**src/inc/aux_pin_cfg.svh**
```systemverilog
`ifndef AUX_PIN_CFG_SVH
`define AUX_PIN_CFG_SVH

// ============================================================
// Register offsets
// ============================================================
`define PIN_FUNCTION_CONFIG_ADDR 8'h33
`define SECONDARY_STATUS_ADDR    8'h40
`define SECONDARY_FAULT_ADDR     8'h41

// ============================================================
// Function field encodings
// ============================================================
`define FN_IN_HIGH   2'h3
`define FN_IN_LOW    2'h2
`define FN_OUT_ALT   2'h1
`define FN_SPECIAL   2'h0

// ============================================================
// Field positions and reset values
// ============================================================
`define CFG_PIN1_MSB     7
`define CFG_PIN1_LSB     6
`define CFG_PIN2_MSB     5
`define CFG_PIN2_LSB     4
`define CFG_PIN3_MSB     3
`define CFG_PIN3_LSB     2
`define CFG_PIN2_OUT_BIT 1
`define CFG_WRITE_MASK   8'hfe
`define CFG_RESET        8'h00
`define STAT_PIN1_BIT    6
`define STAT_PIN2_BIT    5
`define STAT_PIN3_BIT    4
`define STAT_BUSY_BIT    3
`define STAT_ENERGY_BIT  2
`define STAT_CHARGE_BIT  1
`define STAT_TIMER_BIT   0
`define FLT_RSVD_BIT     7
`define FLT_WAKE_BIT     3
`define FLT_LATCH_MASK   7'h7f
`define FLT_RESET        7'h00
`define BYTE_ZERO        8'h00

`endif

```
**src/inc/aux_pin_pkg.sv**
```systemverilog
`default_nettype none
// ============================================================
// Shared types
// ============================================================
package aux_pin_pkg;

    // Accumulator overflow flags, one per accumulator.
    typedef struct packed {
        logic energy;
        logic charge;
        logic timer;
    } overflow_t;

    // Register access request from the serial engine.
    typedef struct packed {
        logic [7:0] addr;
        logic       wr;
        logic       rd;
        logic [7:0] wdata;
    } reg_req_t;

endpackage : aux_pin_pkg

`default_nettype wire

```
**src/hdl/aux_pin_status_fault_regs.sv**
```systemverilog
// What this block does
// Pin one: input high/low, hi-z, pull low
// Pin two: inputs, bit-driven output, gate input
// Pin three: inputs, external-controlled output, alert
// Pin two output pulls low when bit set
// Status bits 6..4 show input active levels
// Gate mode: status bit 5 shows raw level
// Status bit 3 shows snapshot conversion busy
// Status bits 2..0 show accumulator overflows
// Fault bits 6..4 latch active pin inputs
// Fault bit 3 latches timeout wake-up, when enabled
// Fault bits 2..0 latch accumulator overflows
// Alert mode: pin three pulls low on alert
// Fault bits stay until host writes zero
// Reserved bits read zero; fault top reads one
`timescale 1ns/1ps
`default_nettype none
`include "aux_pin_cfg.svh"

module aux_pin_status_fault_regs #(
    parameter int NUM_PINS = 3
) (
    // Clock and reset.
    input  wire logic                    ref_clk_in,
    input  wire logic                    resetn_in,
    // Register access from the serial engine, same clock.
    input  wire aux_pin_pkg::reg_req_t   reg_req_in,
    output var  logic [7:0]              reg_rdata_out,
    // Auxiliary pins, open drain: level in, drive and enable out.
    input  wire logic [NUM_PINS-1:0]     aux_pin_in,
    output var  logic [NUM_PINS-1:0]     aux_pin_out,
    output var  logic [NUM_PINS-1:0]     aux_pin_oe_out,
    // Integration gate level for the accumulators.
    output var  logic                    integration_gate_out,
    // Events and levels from the rest of the device.
    input  wire logic                    snapshot_busy_in,
    input  wire aux_pin_pkg::overflow_t  overflow_in,
    input  wire logic                    stuck_bus_wake_in,
    input  wire logic                    wake_on_timeout_in,
    input  wire logic                    alert_generated_in,
    input  wire logic                    pin3_pulldown_in
);

    // ============================================================
    // Helpers
    // ============================================================

    // True when a pin in an input mode sits at its active level.
    function automatic logic pin_active(input logic [1:0] fn, input logic lvl);
        logic r;
        r = 1'b0;
        if (fn == `FN_IN_HIGH) begin
            r = lvl;
        end else if (fn == `FN_IN_LOW) begin
            r = ~lvl;
        end
        return r;
    endfunction : pin_active

    // ============================================================
    // Pin synchronisers
    // ============================================================
    logic [NUM_PINS-1:0] sync1_q;   // First stage, read only by the second.
    logic [NUM_PINS-1:0] sync2_q;   // Stable pin levels.

    // Pins are asynchronous to the core clock, so each passes two flops.
    genvar gi;
    generate
        for (gi = 0; gi < NUM_PINS; gi++) begin : g_sync
            always_ff @(posedge ref_clk_in or negedge resetn_in) begin
                if (!resetn_in) begin
                    sync1_q[gi] <= 1'b0;
                    sync2_q[gi] <= 1'b0;
                end else begin
                    sync1_q[gi] <= aux_pin_in[gi];
                    sync2_q[gi] <= sync1_q[gi];
                end
            end
        end
    endgenerate

    // ============================================================
    // Register state
    // ============================================================
    logic [7:0] cfg_q,   cfg_d;     // Pin function configuration.
    logic [6:0] fault_q, fault_d;   // Latched fault bits.
    logic [7:0] status_q, status_d; // Live status snapshot.
    logic [7:0] rdata_q, rdata_d;   // Read data holding register.
    logic [NUM_PINS-1:0] oe_q, oe_d; // Pin pull-down enables.
    logic       gate_q, gate_d;     // Integration gate level.

    logic [1:0] fn1, fn2, fn3;      // Decoded function fields.
    logic       act1, act2, act3;   // Input-active indications.
    logic       wr_cfg, wr_fault, rd_any;

    // Field extraction and access decode.
    always_comb begin
        fn1      = cfg_q[`CFG_PIN1_MSB:`CFG_PIN1_LSB];
        fn2      = cfg_q[`CFG_PIN2_MSB:`CFG_PIN2_LSB];
        fn3      = cfg_q[`CFG_PIN3_MSB:`CFG_PIN3_LSB];
        act1     = pin_active(fn1, sync2_q[0]);
        act2     = pin_active(fn2, sync2_q[1]);
        act3     = pin_active(fn3, sync2_q[2]);
        wr_cfg   = reg_req_in.wr && (reg_req_in.addr == `PIN_FUNCTION_CONFIG_ADDR);
        wr_fault = reg_req_in.wr && (reg_req_in.addr == `SECONDARY_FAULT_ADDR);
        rd_any   = reg_req_in.rd;
    end

    // Next-value logic for configuration, status and pin drive.
    always_comb begin
        cfg_d = cfg_q;
        if (wr_cfg) begin
            // Reserved bit zero is never stored, so it reads back zero.
            cfg_d = reg_req_in.wdata & `CFG_WRITE_MASK;
        end

        // Pin one: only the pull-low output code drives.
        oe_d[0] = (fn1 == `FN_SPECIAL);
        // Pin two: output mode pulls low when the control bit is one.
        oe_d[1] = (fn2 == `FN_OUT_ALT) && cfg_q[`CFG_PIN2_OUT_BIT];
        // Pin three: external control or alert, both open drain.
        unique case (fn3)
            `FN_OUT_ALT: oe_d[2] = pin3_pulldown_in;
            `FN_SPECIAL: oe_d[2] = alert_generated_in;
            default:     oe_d[2] = 1'b0;
        endcase

        // The gate only counts while pin two is the gate input.
        gate_d = (fn2 == `FN_SPECIAL) ? sync2_q[1] : 1'b0;

        status_d = `BYTE_ZERO;
        status_d[`STAT_PIN1_BIT] = act1;
        // Gate mode reports the raw level rather than an active sense.
        status_d[`STAT_PIN2_BIT] = (fn2 == `FN_SPECIAL) ? sync2_q[1] : act2;
        status_d[`STAT_PIN3_BIT] = act3;
        status_d[`STAT_BUSY_BIT] = snapshot_busy_in;
        status_d[`STAT_ENERGY_BIT] = overflow_in.energy;
        status_d[`STAT_CHARGE_BIT] = overflow_in.charge;
        status_d[`STAT_TIMER_BIT]  = overflow_in.timer;
    end

    // Next-value logic for the latched faults.
    always_comb begin
        logic [6:0] set_v;
        set_v = `FLT_RESET;
        set_v[`STAT_PIN1_BIT] = act1;
        set_v[`STAT_PIN2_BIT] = act2;
        set_v[`STAT_PIN3_BIT] = act3;
        set_v[`FLT_WAKE_BIT]  = stuck_bus_wake_in && wake_on_timeout_in;
        set_v[`STAT_ENERGY_BIT] = overflow_in.energy;
        set_v[`STAT_CHARGE_BIT] = overflow_in.charge;
        set_v[`STAT_TIMER_BIT]  = overflow_in.timer;
        fault_d = fault_q;
        if (wr_fault) begin
            // A zero clears; a one leaves the bit as it was.
            fault_d = fault_q & reg_req_in.wdata[6:0];
        end
        // A new event beats a clear in the same cycle, so none is lost.
        fault_d = (fault_d | set_v) & `FLT_LATCH_MASK;
    end

    // Read mux; the holding register keeps its value between reads.
    always_comb begin
        rdata_d = rdata_q;
        if (rd_any) begin
            unique case (reg_req_in.addr)
                `PIN_FUNCTION_CONFIG_ADDR: rdata_d = cfg_q;
                `SECONDARY_STATUS_ADDR:    rdata_d = status_q;
                `SECONDARY_FAULT_ADDR:     rdata_d = {1'b1, fault_q};
                default:                   rdata_d = `BYTE_ZERO;
            endcase
        end
    end

    // All state registers except the pin synchronisers.
    always_ff @(posedge ref_clk_in or negedge resetn_in) begin
        if (!resetn_in) begin
            cfg_q    <= `CFG_RESET;
            fault_q  <= `FLT_RESET;
            status_q <= `BYTE_ZERO;
            rdata_q  <= `BYTE_ZERO;
            oe_q     <= '0;
            gate_q   <= 1'b0;
        end else begin
            cfg_q    <= cfg_d;
            fault_q  <= fault_d;
            status_q <= status_d;
            rdata_q  <= rdata_d;
            oe_q     <= oe_d;
            gate_q   <= gate_d;
        end
    end

    // ============================================================
    // Outputs
    // ============================================================
    // Open drain: the data line is held low and only the enable moves.
    always_comb begin
        reg_rdata_out        = rdata_q;
        aux_pin_out          = '0;
        aux_pin_oe_out       = oe_q;
        integration_gate_out = gate_q;
    end

endmodule : aux_pin_status_fault_regs

`default_nettype wire

```
**config.mk**
```make
export PLATFORM = sky130hd
export DESIGN_NAME = aux_pin_status_fault_regs
export DESIGN_NICKNAME = d
export VERILOG_FILES = /design/src/inc/aux_pin_pkg.sv /design/src/hdl/aux_pin_status_fault_regs.sv
export VERILOG_INCLUDE_DIRS = /design/src /design/src/inc
export SDC_FILE = /design/constraint.sdc
export NUM_CORES = 1
export LEC_CHECK = 0
export BUFFER_PORTS_ARGS = -buffer_cell sky130_fd_sc_hd__buf_4
export CAP_MARGIN = 30
export CELL_PAD_IN_SITES_DETAIL_PLACEMENT = 1
export CELL_PAD_IN_SITES_GLOBAL_PLACEMENT = 2
export CORE_MARGIN = 2
export CORE_UTILIZATION = 34
export CTS_BUF_LIST = sky130_fd_sc_hd__clkbuf_2
export CTS_CLUSTER_SIZE = 16
export DETAILED_ROUTE_END_ITERATION = 10
export PLACE_DENSITY = 0.85
export SLEW_MARGIN = 20
export SYNTH_ARGS = -nofsm -noshare
export SYNTH_HDL_FRONTEND = slang
export SYNTH_SLANG_ARGS = --single-unit
export TNS_END_PERCENT = 10
```
**constraint.sdc**
```tcl
create_clock -name ref_clk_in -period 1.35 [get_ports ref_clk_in]
set_input_delay 0.2025 -clock ref_clk_in [delete_from_list [all_inputs] [get_ports ref_clk_in]]
set_output_delay 0.2025 -clock ref_clk_in [all_outputs]
set_load 0.02 [all_outputs]
```
==> results by group, run 1 <==
Status
  • Status: completed

Placed design
  • Final GP Congestion: 0.742
  • Dpl hpwl: 2.86 mm
  • Placed insts: 227
  • Setup slack at placement: -0.198 ns
  • Port buffer count: 42

GRT
  • Vias in the first global route: 1347
  • GR Util All Layers: 16.6%
  • Largest net degree at the start of global routing: 40
  • Initial antenna violation count: 0
  • First-pass GRT wire length: 6.53 mm
  • Remaining Overflow, GRT: 0

Timing
  • Final setup violation count: 0
  • Period utilization: 91.4%
  • Max Freq: 810 MHz
  • Unrepaired setup endpoints after global routing: false
  • Count of final max-slew check failures: 0
  • Worst Slack Setup Final: 0.116 ns
  • Final-report hold violation count: 0
  • Setup TNS: 0 ns
  • Hold WS: 0.0791 ns
  • Tmin final: 1.23 ns
  • Final Skew: 0.0157 ns

Logic synthesis
  • Post-synth top area cell: dfrtp_1
  • Mapped Cells: 127
  • Synth Flop Type: dfrtp_1
  • Most common cell in the netlist: dfrtp_1
  • Seq/Total Area, Yosys: 59.9%
  • Syn_area_per_cell: 12.8 sq um
  • Top post-synthesis cells by count: dfrtp_1, nor2_1, a21oi_1, mux2i_1, mux2_4
  • Ys Warns: 0
  • Async set-reset flop share out of synthesis: 100%
  • Post-Syn Area: 0.00163 sq mm
  • Post-synthesis register bit count: 39
  • Top post-synthesis cells by area: dfrtp_1, mux2_4, mux2i_1
  • Synth unique cells: 34
  • Number of flops mapped to enable cells by yosys: 0
  • Top-area cell type share of the netlist area: 59.9%

Floorplanning
  • IO Pins: 46
  • Die height: 73.2 microns
  • Initial Utilization: 35.0%
  • Core ar.: 0.00466 sq mm
  • Die Area: 0.00536 sq mm
  • Die X: 73.2 microns
  • Row count: 25

Power and ir drop
  • Leakage power: 1.06 nW
  • Peak VDD IR: 404 uV
  • PwrDens: 917 mW/mm^2

Setup path
  • Critical path capture point type: flop
  • Data arrival, critical path: 1.50 ns
  • CP required: 1.61 ns
  • Critical path type: in -> reg
  • Worst-path fanout max: 1
  • Critical Path Start Type: input pin

Clock tree
  • CTS buffer count: 5
  • CTS root buf: clkbuf_2
  • CTS tree: done
  • Post-CTS Setup Inserts: 0
  • Clk slew on worst S/H paths: 0.18 ns
  • Max Root-Sink Buffers: 2
  • H-tree Lvls: 2
  • Clk sinks: 39
  • Clk Latency, worst-skew pair: 0.36 ns
  • Post-CTS Resized: 0

Layout
  • Non-filler instance count after layout: 247
  • Post-layout util: 47.3%
  • Fillers: 524
  • Number of diodes: 0
  • Share of cells above drive strength 1: 35.2%
  • Fin nets: 224
  • Area Growth Syn to Fin: 35.3%

Detailed routing
  • DR iter-0 viols: 49
  • Wirelength per Cell: 16.2 microns
  • Final ANT Viol Nets: 0
  • Via count: 1209
  • Drt pass-1 iters: 4
  • Residual DRC: 0
  • Final wirelength: 3.99 mm
  • Vias per inst: 4.89

Min path
  • Hold Crit Class: in -> reg

Job
  • Max-cap check violation count: 0
[area by class of cell]
type / count / area, sq um / share of cell area [%]
Tap cell: 54 / 67.6 / 3.06
Multi-Input combinational cell: 79 / 592 / 26.8
Inverter: 2 / 7.51 / 0.341
Clock buffer: 5 / 25.0 / 1.14
Clock inverter: 2 / 8.76 / 0.397
Sequential cell: 39 / 976 / 44.3
Timing Repair Buffer: 66 / 528 / 24.0
[metal layers]
layer	GRT usage, %	up-vias	wire length, microns
li1	-	575	-
met1	20.0	595	1710
met2	27.8	34	2070
met3	4.70	5	165
met4	6.79	0	55
met5	0	-	0
[sequential cells by signal, indices dropped and copies added, names as in the netlist]
register,count
cfg_q,7
reg_rdata_out,8
fault_q,7
sync2_q,3
integration_gate_out,1
sync1_q,3
status_q,7
aux_pin_oe_out,3
[worst paths after layout]
| kind | startpoint | to | slack (ns) | cells after the start |
|---|---|---|---|---|
| min reg2reg | sync1_q[0] | sync2_q[0] | 0.37 | 0 |
| max reg2reg | cfg_q[6] | fault_q[6] | 0.24 | 3 |
| max | wake_on_timeout_in | fault_q[3] | 0.12 | 5 |
| max in group asynchronous | resetn_in | fault_q[1] | 0.68 | 2 |
| min in group asynchronous | resetn_in | integration_gate_out | 0.31 | 2 |
| min | reg_req_in[3] | cfg_q[3] | 0.08 | 2 |
[cells in the final DEF (no fill, tap or decap), types with 2 or more instances in the layout]
master	netlist	final
a21oi_1	8	8
o21ai_0	2	2
xnor2_1	3	3
clkbuf_2	0	5
nand4_1	5	5
nor2_1	10	10
a41oi_1	2	2
o211ai_1	4	4
nand2_1	3	3
mux2i_1	8	8
buf_4	5	53
a2bb2oi_1	2	2
conb_1	1	3
nor2b_1	2	2
nand2b_1	5	5
dlygate4sd3_1	0	13
mux2_4	7	7
inv_1	2	2
dfrtp_1	39	39
and2_1	2	2
[stage by stage]
stage / power, mW / cell area (sq um)
after floorplan: 1.41 / 1640
after global placement: 1.54 / 2040
after detailed placement: 1.56 / 2040
after CTS: 2.05 / 2150
after global routing: 2.15 / 2200
final: 2.02 / 2200
[worst max-delay path: stages]
cell and delay [ns]:
dlygate4sd3_1 0.53, buf_4 0.13, nand2_1 0.04, dlygate4sd3_1 0.54, nand2_1 0.05
[cells by family after synthesis]
group           Yosys count  synth area share (%)
simple gates             37                  14.2
other cells               1                 0.230
mux                      15                  11.4
flops                    39                  59.9
compound gates           21                  8.45
xor+xnor                  3                  1.61
buf+inv                  11                  4.22
[repair_timing]
item,CTS,global route
hold endpoints to repair,46,4
endpoints found under the setup margin,0,0
hold buffers,8,5
[report_power, final]
part	internal, mW	switching, mW	leakage, nW
sequential	1.23	0.0383	0.479
combinational	0.169	0.126	0.552
clock	0.110	0.349	0.0262
total	1.51	0.513	1.06
(Power assumes the default switching activity.)
==> run 2: changes to the inputs <==
- ABC_AREA: not set -> 1
- CORE_UTILIZATION: 34 -> 31
==> run 2 against run 1 <==
Sequential power hardly changed. Count of clock-buffer cells in the layout is 1 higher. Synthesized cell count is 61% higher. Cell count is 37% higher. Clock power is 96% higher. Critical endpoint unchanged. Largest cell class unchanged.
==> results by group, run 2 <==
Status
  • Status: completed

Logic synthesis
  • Syn_area_per_cell: 8.64 sq um
  • Most common cell in the netlist: nand2_1
  • Top post-synthesis cells by count: nand2_1, dfrtp_1, nand3_1
  • Post-Syn Area: 0.00177 sq mm
  • Top-area cell type share of the netlist area: 55.1%
  • Seq/Total Area, Yosys: 55.1%
  • Mapped Cells: 205
  • Async set-reset flop share out of synthesis: 100%
  • Post-synth top area cell: dfrtp_1
  • Number of flops mapped to enable cells by yosys: 0
  • Ys Warns: 0
  • Synth Flop Type: dfrtp_1
  • Top post-synthesis cells by area: dfrtp_1, nand2_1, nand3_1
  • Synth unique cells: 22
  • Post-synthesis register bit count: 39

Setup path
  • Critical path type: in -> reg
  • Data arrival, critical path: 1.51 ns
  • Critical Path Start Type: input pin
  • Worst-path fanout max: 1
  • Critical path capture point type: flop
  • CP required: 1.65 ns

Layout
  • Post-layout util: 43.4%
  • Area Growth Syn to Fin: 35.1%
  • Most frequent cells in the layout: nand2_1, buf_4, dfrtp_1
  • Fillers: 667
  • Number of diodes: 0
  • Share of cells above drive strength 1: 25.8%
  • Fin nets: 297
  • Max reg flops: 8
  • Most common cell after layout, fill and taps aside: nand2_1

Timing
  • Max Freq: 830 MHz
  • Period utilization: 89.3%
  • Unrepaired setup endpoints after global routing: false
  • Final-report hold violation count: 0
  • Tmin final: 1.21 ns
  • Final setup violation count: 0
  • Worst rel slew slack: 66.1%
  • Worst-margin pin slew: 0.509 ns
  • Count of final max-slew check failures: 0
  • Hold WS: 0.0271 ns
  • Setup TNS: 0 ns
  • Final Skew: 0.0205 ns

Power and ir drop
  • Leakage power: 1.30 nW
  • PwrDens: 1020 mW/mm^2
  • PnR Total Power: 2.44 mW
  • Peak VDD IR: 376 uV

Clock tree
  • Clk sinks: 39
  • H-tree Lvls: 2
  • Post-CTS Resized: 0
  • CTS tree: done
  • CTS buffer count: 5
  • Post-CTS Hold Fix Bufs: 10
  • CTS root buf: clkbuf_2
  • Max Root-Sink Buffers: 2
  • Clk Latency, worst-skew pair: 0.39 ns
  • Post-CTS Setup Inserts: 0
  • Clk slew on worst S/H paths: 0.20 ns

Detailed routing
  • Final wirelength: 4.35 mm
  • Residual DRC: 0
  • DR iter-0 viols: 34
  • Final ANT Viol Nets: 0
  • Drt pass-1 iters: 4
  • Via count: 1510
  • Vias per inst: 4.45
  • Wirelength per Cell: 12.8 microns

Min path
  • Hold Crit Class: in -> reg

Floorplanning
  • Core ar.: 0.00551 sq mm
  • Initial Utilization: 32.2%
  • Die X: 79.6 microns
  • IO Pins: 46
  • Row count: 27
  • Die Area: 0.00633 sq mm
  • Die height: 79.6 microns

GRT
  • Most used routing layer: met2
  • Initial antenna violation count: 0
  • Remaining Overflow, GRT: 0
  • Largest net degree at the start of global routing: 40
  • Met1 Use GR: 19.6%
  • First-pass GRT wire length: 7.76 mm
  • GRT met2 Usage: 27.8%
  • GR Util All Layers: 15.9%
  • Vias in the first global route: 1655
  • Met3 usage: 2.94%

Job
  • Max-cap check violation count: 0

Placed design
  • Final GP Congestion: 0.709
  • Dpl hpwl: 3.41 mm
  • Port buffer count: 42
==> run 2: where the power goes <==
group | switching (mW) | internal [mW]
Clock | 0.392 | 0.507
Sequential | 0.0325 | 1.22
Combinational | 0.157 | 0.131
==> run 2: through the flow <==
stage          cells  instance area (sq um)  setup WS [ns]
4_1_cts          337                   2370          0.142
2_1_floorplan    207                   1780          0.305
3_5_place_dp     319                   2180         0.0549
6_report         339                   2390          0.145
3_3_place_gp     319                   2180         0.0661
5_1_grt          339                   2390         0.0996
==> run 2: kinds of logic after synthesis <==
group,after synthesis,synth area share [%]
other,1,0.212
buffers and inverters,35,8.90
AOI/OAI and AO/OA,12,3.46
and+or+nand+nor,118,32.3
DFF,39,55.1
==> run 2: final timing paths <==
kind | cells after the start | endpoint | from | slack (ns)
max | 5 | fault_q[3] | wake_on_timeout_in | 0.14
max in group asynchronous | 2 | fault_q[6] | resetn_in | 0.69
max reg2reg | 4 | status_q[5] | cfg_q[4] | 0.37
min | 3 | cfg_q[4] | reg_req_in[4] | 0.03
min reg2reg | 0 | sync2_q[0] | sync1_q[0] | 0.37
min in group asynchronous | 2 | reg_rdata_out[3] | resetn_in | 0.29
==> run 2: area by class of cell <==
class | count | area (sq um) | share of cell area [%]
well taps | 72 | 90.1 | 3.77
repair buffers | 58 | 478 | 20.0
inverters | 29 | 113 | 4.71
flip-flops and latches | 39 | 976 | 40.8
clock buffers | 6 | 30.0 | 1.26
multi-input cells | 133 | 644 | 26.9
clock inverters | 2 | 60.1 | 2.51
==> run 2: critical path, cell delays in order <==
cell           delay (ns)
dlygate4sd3_1        0.53
buf_4                0.13
nand2_1              0.04
dlygate4sd3_1        0.53
nand3_1              0.07
==> run 2: metal layers <==
| metal | vias up | wire length, microns | part of all wire (%) |
|---|---|---|---|
| met2 | 29 | 2150 | 49 |
| met3 | 7 | 172 | 4.0 |
| li1 | 751 | - | - |
| met4 | 0 | 66 | 1.5 |
| met1 | 723 | 1960 | 45 |
| met5 | - | 0 | 0 |
==> run 3: changes to the inputs <==
- PLACE_DENSITY: 0.85 -> not set
- PLACE_DENSITY_LB_ADDON: not set -> 0.2
- SLEW_MARGIN: 20 -> not set
==> run 3 against run 2 <==
Core utilization fell by 1.1 points. Sequential share of layout area rose by 1.1 points. Cell count did not move. Highest routed layer unchanged. Die area did not move.
==> results by group, run 3 (synthesized netlist as in run 2, its figures left out) <==
Setup path
  • Data arrival, critical path: 0.98 ns
  • Critical Path End: reg_rdata_out[7]
  • R2R setup slack: 0.35 ns
  • Crit-path cells: buf_4
  • Critical R2R Launch: cfg_q[4]
  • Crit path buffers/inverters: 1
  • Worst-path fanout max: 2
  • Levels on crit path: 1
  • Worst r2r path cells: 3
  • Critical path capture point type: output port
  • Top Family by Delay on Critical Path: flip-flops
  • Largest stage delay on the critical path: 0.43 ns
  • Critical path type: reg -> out
  • RR Endpoint: status_q[5]
  • Critical path's slowest cell: dfrtp_1
  • Worst setup path start: reg_rdata_out[7]
  • CP required: 1.15 ns
  • Critical Path Start Type: flop

Detailed routing
  • DR iter-0 viols: 38
  • Wirelength per Cell: 12.4 microns
  • Via count: 1481
  • Final wirelength: 4.20 mm
  • Residual DRC: 0
  • Drt pass-1 iters: 4
  • Vias per inst: 4.37
  • Final ANT Viol Nets: 0

Placed design
  • Dpl hpwl: 3.17 mm
  • Final GP Congestion: 0.739
  • Port buffer count: 42
  • Placed insts: 319

Layout
  • Most frequent cells in the layout: nand2_1, buf_4, dfrtp_1
  • Area Growth Syn to Fin: 31.5%
  • Multi-input logic area: 644 sq um
  • Fin nets: 297
  • Max reg flops: 8
  • Total area of sequential cells: 976 sq um
  • Most common cell after layout, fill and taps aside: nand2_1
  • Non-filler instance count after layout: 339
  • Fillers: 665
  • Number of diodes: 0
  • Share of cells above drive strength 1: 25.8%

Clock tree
  • Clk slew on worst S/H paths: 0.20 ns
  • Clk Latency, worst-skew pair: 0.39 ns
  • CTS root buf: clkbuf_2
  • Max Root-Sink Buffers: 2
  • CTS tree: done
  • Clk sinks: 39
  • Post-CTS Setup Inserts: 0
  • CTS buffer count: 5
  • H-tree Lvls: 2

Power and ir drop
  • Peak VDD IR: 526 uV
  • Leakage power: 1.28 nW
  • P_sw: 583 uW
  • Sequential share of power: 61.1%
  • Comb pwr share: 13.9%
  • PwrDens: 883 mW/mm^2
  • Internal cell power: 1.47 mW
  • Switching Share: 28.4%
  • Clock network power share: 25.0%

GRT
  • Met1 Use GR: 20.5%
  • Most used routing layer: met2
  • GRT met2 Usage: 23.2%
  • Vias in the first global route: 1489
  • First-pass GRT wire length: 7.15 mm
  • Largest net degree at the start of global routing: 40
  • Met3 usage: 3.39%
  • GR Util All Layers: 14.9%
  • Remaining Overflow, GRT: 0
  • Initial antenna violation count: 0

Status
  • Status: completed

Floorplanning
  • Die X: 79.6 microns
  • Row count: 27
  • Initial Utilization: 32.2%
  • Core ar.: 0.00551 sq mm
  • Die Area: 0.00633 sq mm
  • IO Pins: 46
  • Die height: 79.6 microns

Timing
  • Tmin final: 1.19 ns
  • Final setup violation count: 0
  • Setup TNS: 0 ns
  • Period utilization: 87.8%
  • Final-report hold violation count: 0
  • Max Freq: 843 MHz
  • Final Skew: 0.00652 ns
  • Unrepaired setup endpoints after global routing: false
  • Count of final max-slew check failures: 0

Min path
  • Hold Crit Class: in -> reg

Job
  • Max-cap check violation count: 0
-- run 3: how the worst min path moves through the flow --
stage | endpoint | slack [ns] | cells past startpoint | from
after floorplan | aux_pin_oe_out[0] | -0.09 | 0 | resetn_in
after global placement | reg_rdata_out[3] | 0.21 | 1 | resetn_in
after detailed placement | reg_rdata_out[3] | 0.21 | 1 | resetn_in
after CTS | aux_pin_oe_out[2] | 0.006 | 3 | pin3_pulldown_in
after global routing | aux_pin_oe_out[2] | 0.01 | 3 | pin3_pulldown_in
final | cfg_q[3] | 0.02 | 3 | reg_req_in[3]
-- run 3: area by class of cell --
type / count / area share, %
Sequential cell: 39 / 41.9
Multi-Input combinational cell: 133 / 27.7
Timing Repair Buffer: 58 / 20.0
Inverter: 29 / 4.84
Tap cell: 72 / 3.87
Clock buffer: 5 / 1.07
Clock inverter: 3 / 0.645
-- run 3: worst reg2reg max path: cells and delay by family (launching register included) --
family                 cells  cell delay (ns)
DFF                        1             0.41
AOI/OAI and AO/OA          2             0.39
buffers and inverters      1             0.10
-- run 3: timing repair --
| action | CTS | global route |
|---|---|---|
| hold buffers | 11 | 1 |
| hold endpoints to repair | 52 | 1 |
| setup endpoints to repair | 0 | 0 |
| gates resized for setup | 0 | 0 |
-- run 3: through the flow --
step	area [sq um]	hold WS (ns)	util, %	total power [mW]	setup slack [ns]
2_1_floorplan	1780	-0.0931	-	1.39	0.305
3_3_place_gp	2170	0.215	39.4	1.54	0.120
3_5_place_dp	2170	0.213	39.4	1.54	0.0595
4_1_cts	2320	0.00578	42.1	2.10	0.134
5_1_grt	2330	0.0105	42.3	2.18	0.0868
6_report	2330	0.0205	42.3	2.06	0.164
-- run 3: power groups by stage --
stage                     combinational, mW  sequential [mW]  clock (mW)
after floorplan                       0.117             1.28           0
after global placement                0.261             1.28           0
after detailed placement              0.265             1.28           0
after CTS                             0.291             1.26       0.549
after global routing                  0.325             1.26       0.593
final                                 0.287             1.26       0.514
-- run 3: per-layer routing --
layer  share of wire [%]  routed length, microns
met1                  49                    2060
met2                  46                    1920
met3                 3.9                     162
met4                 1.4                      57
met5                   0                       0
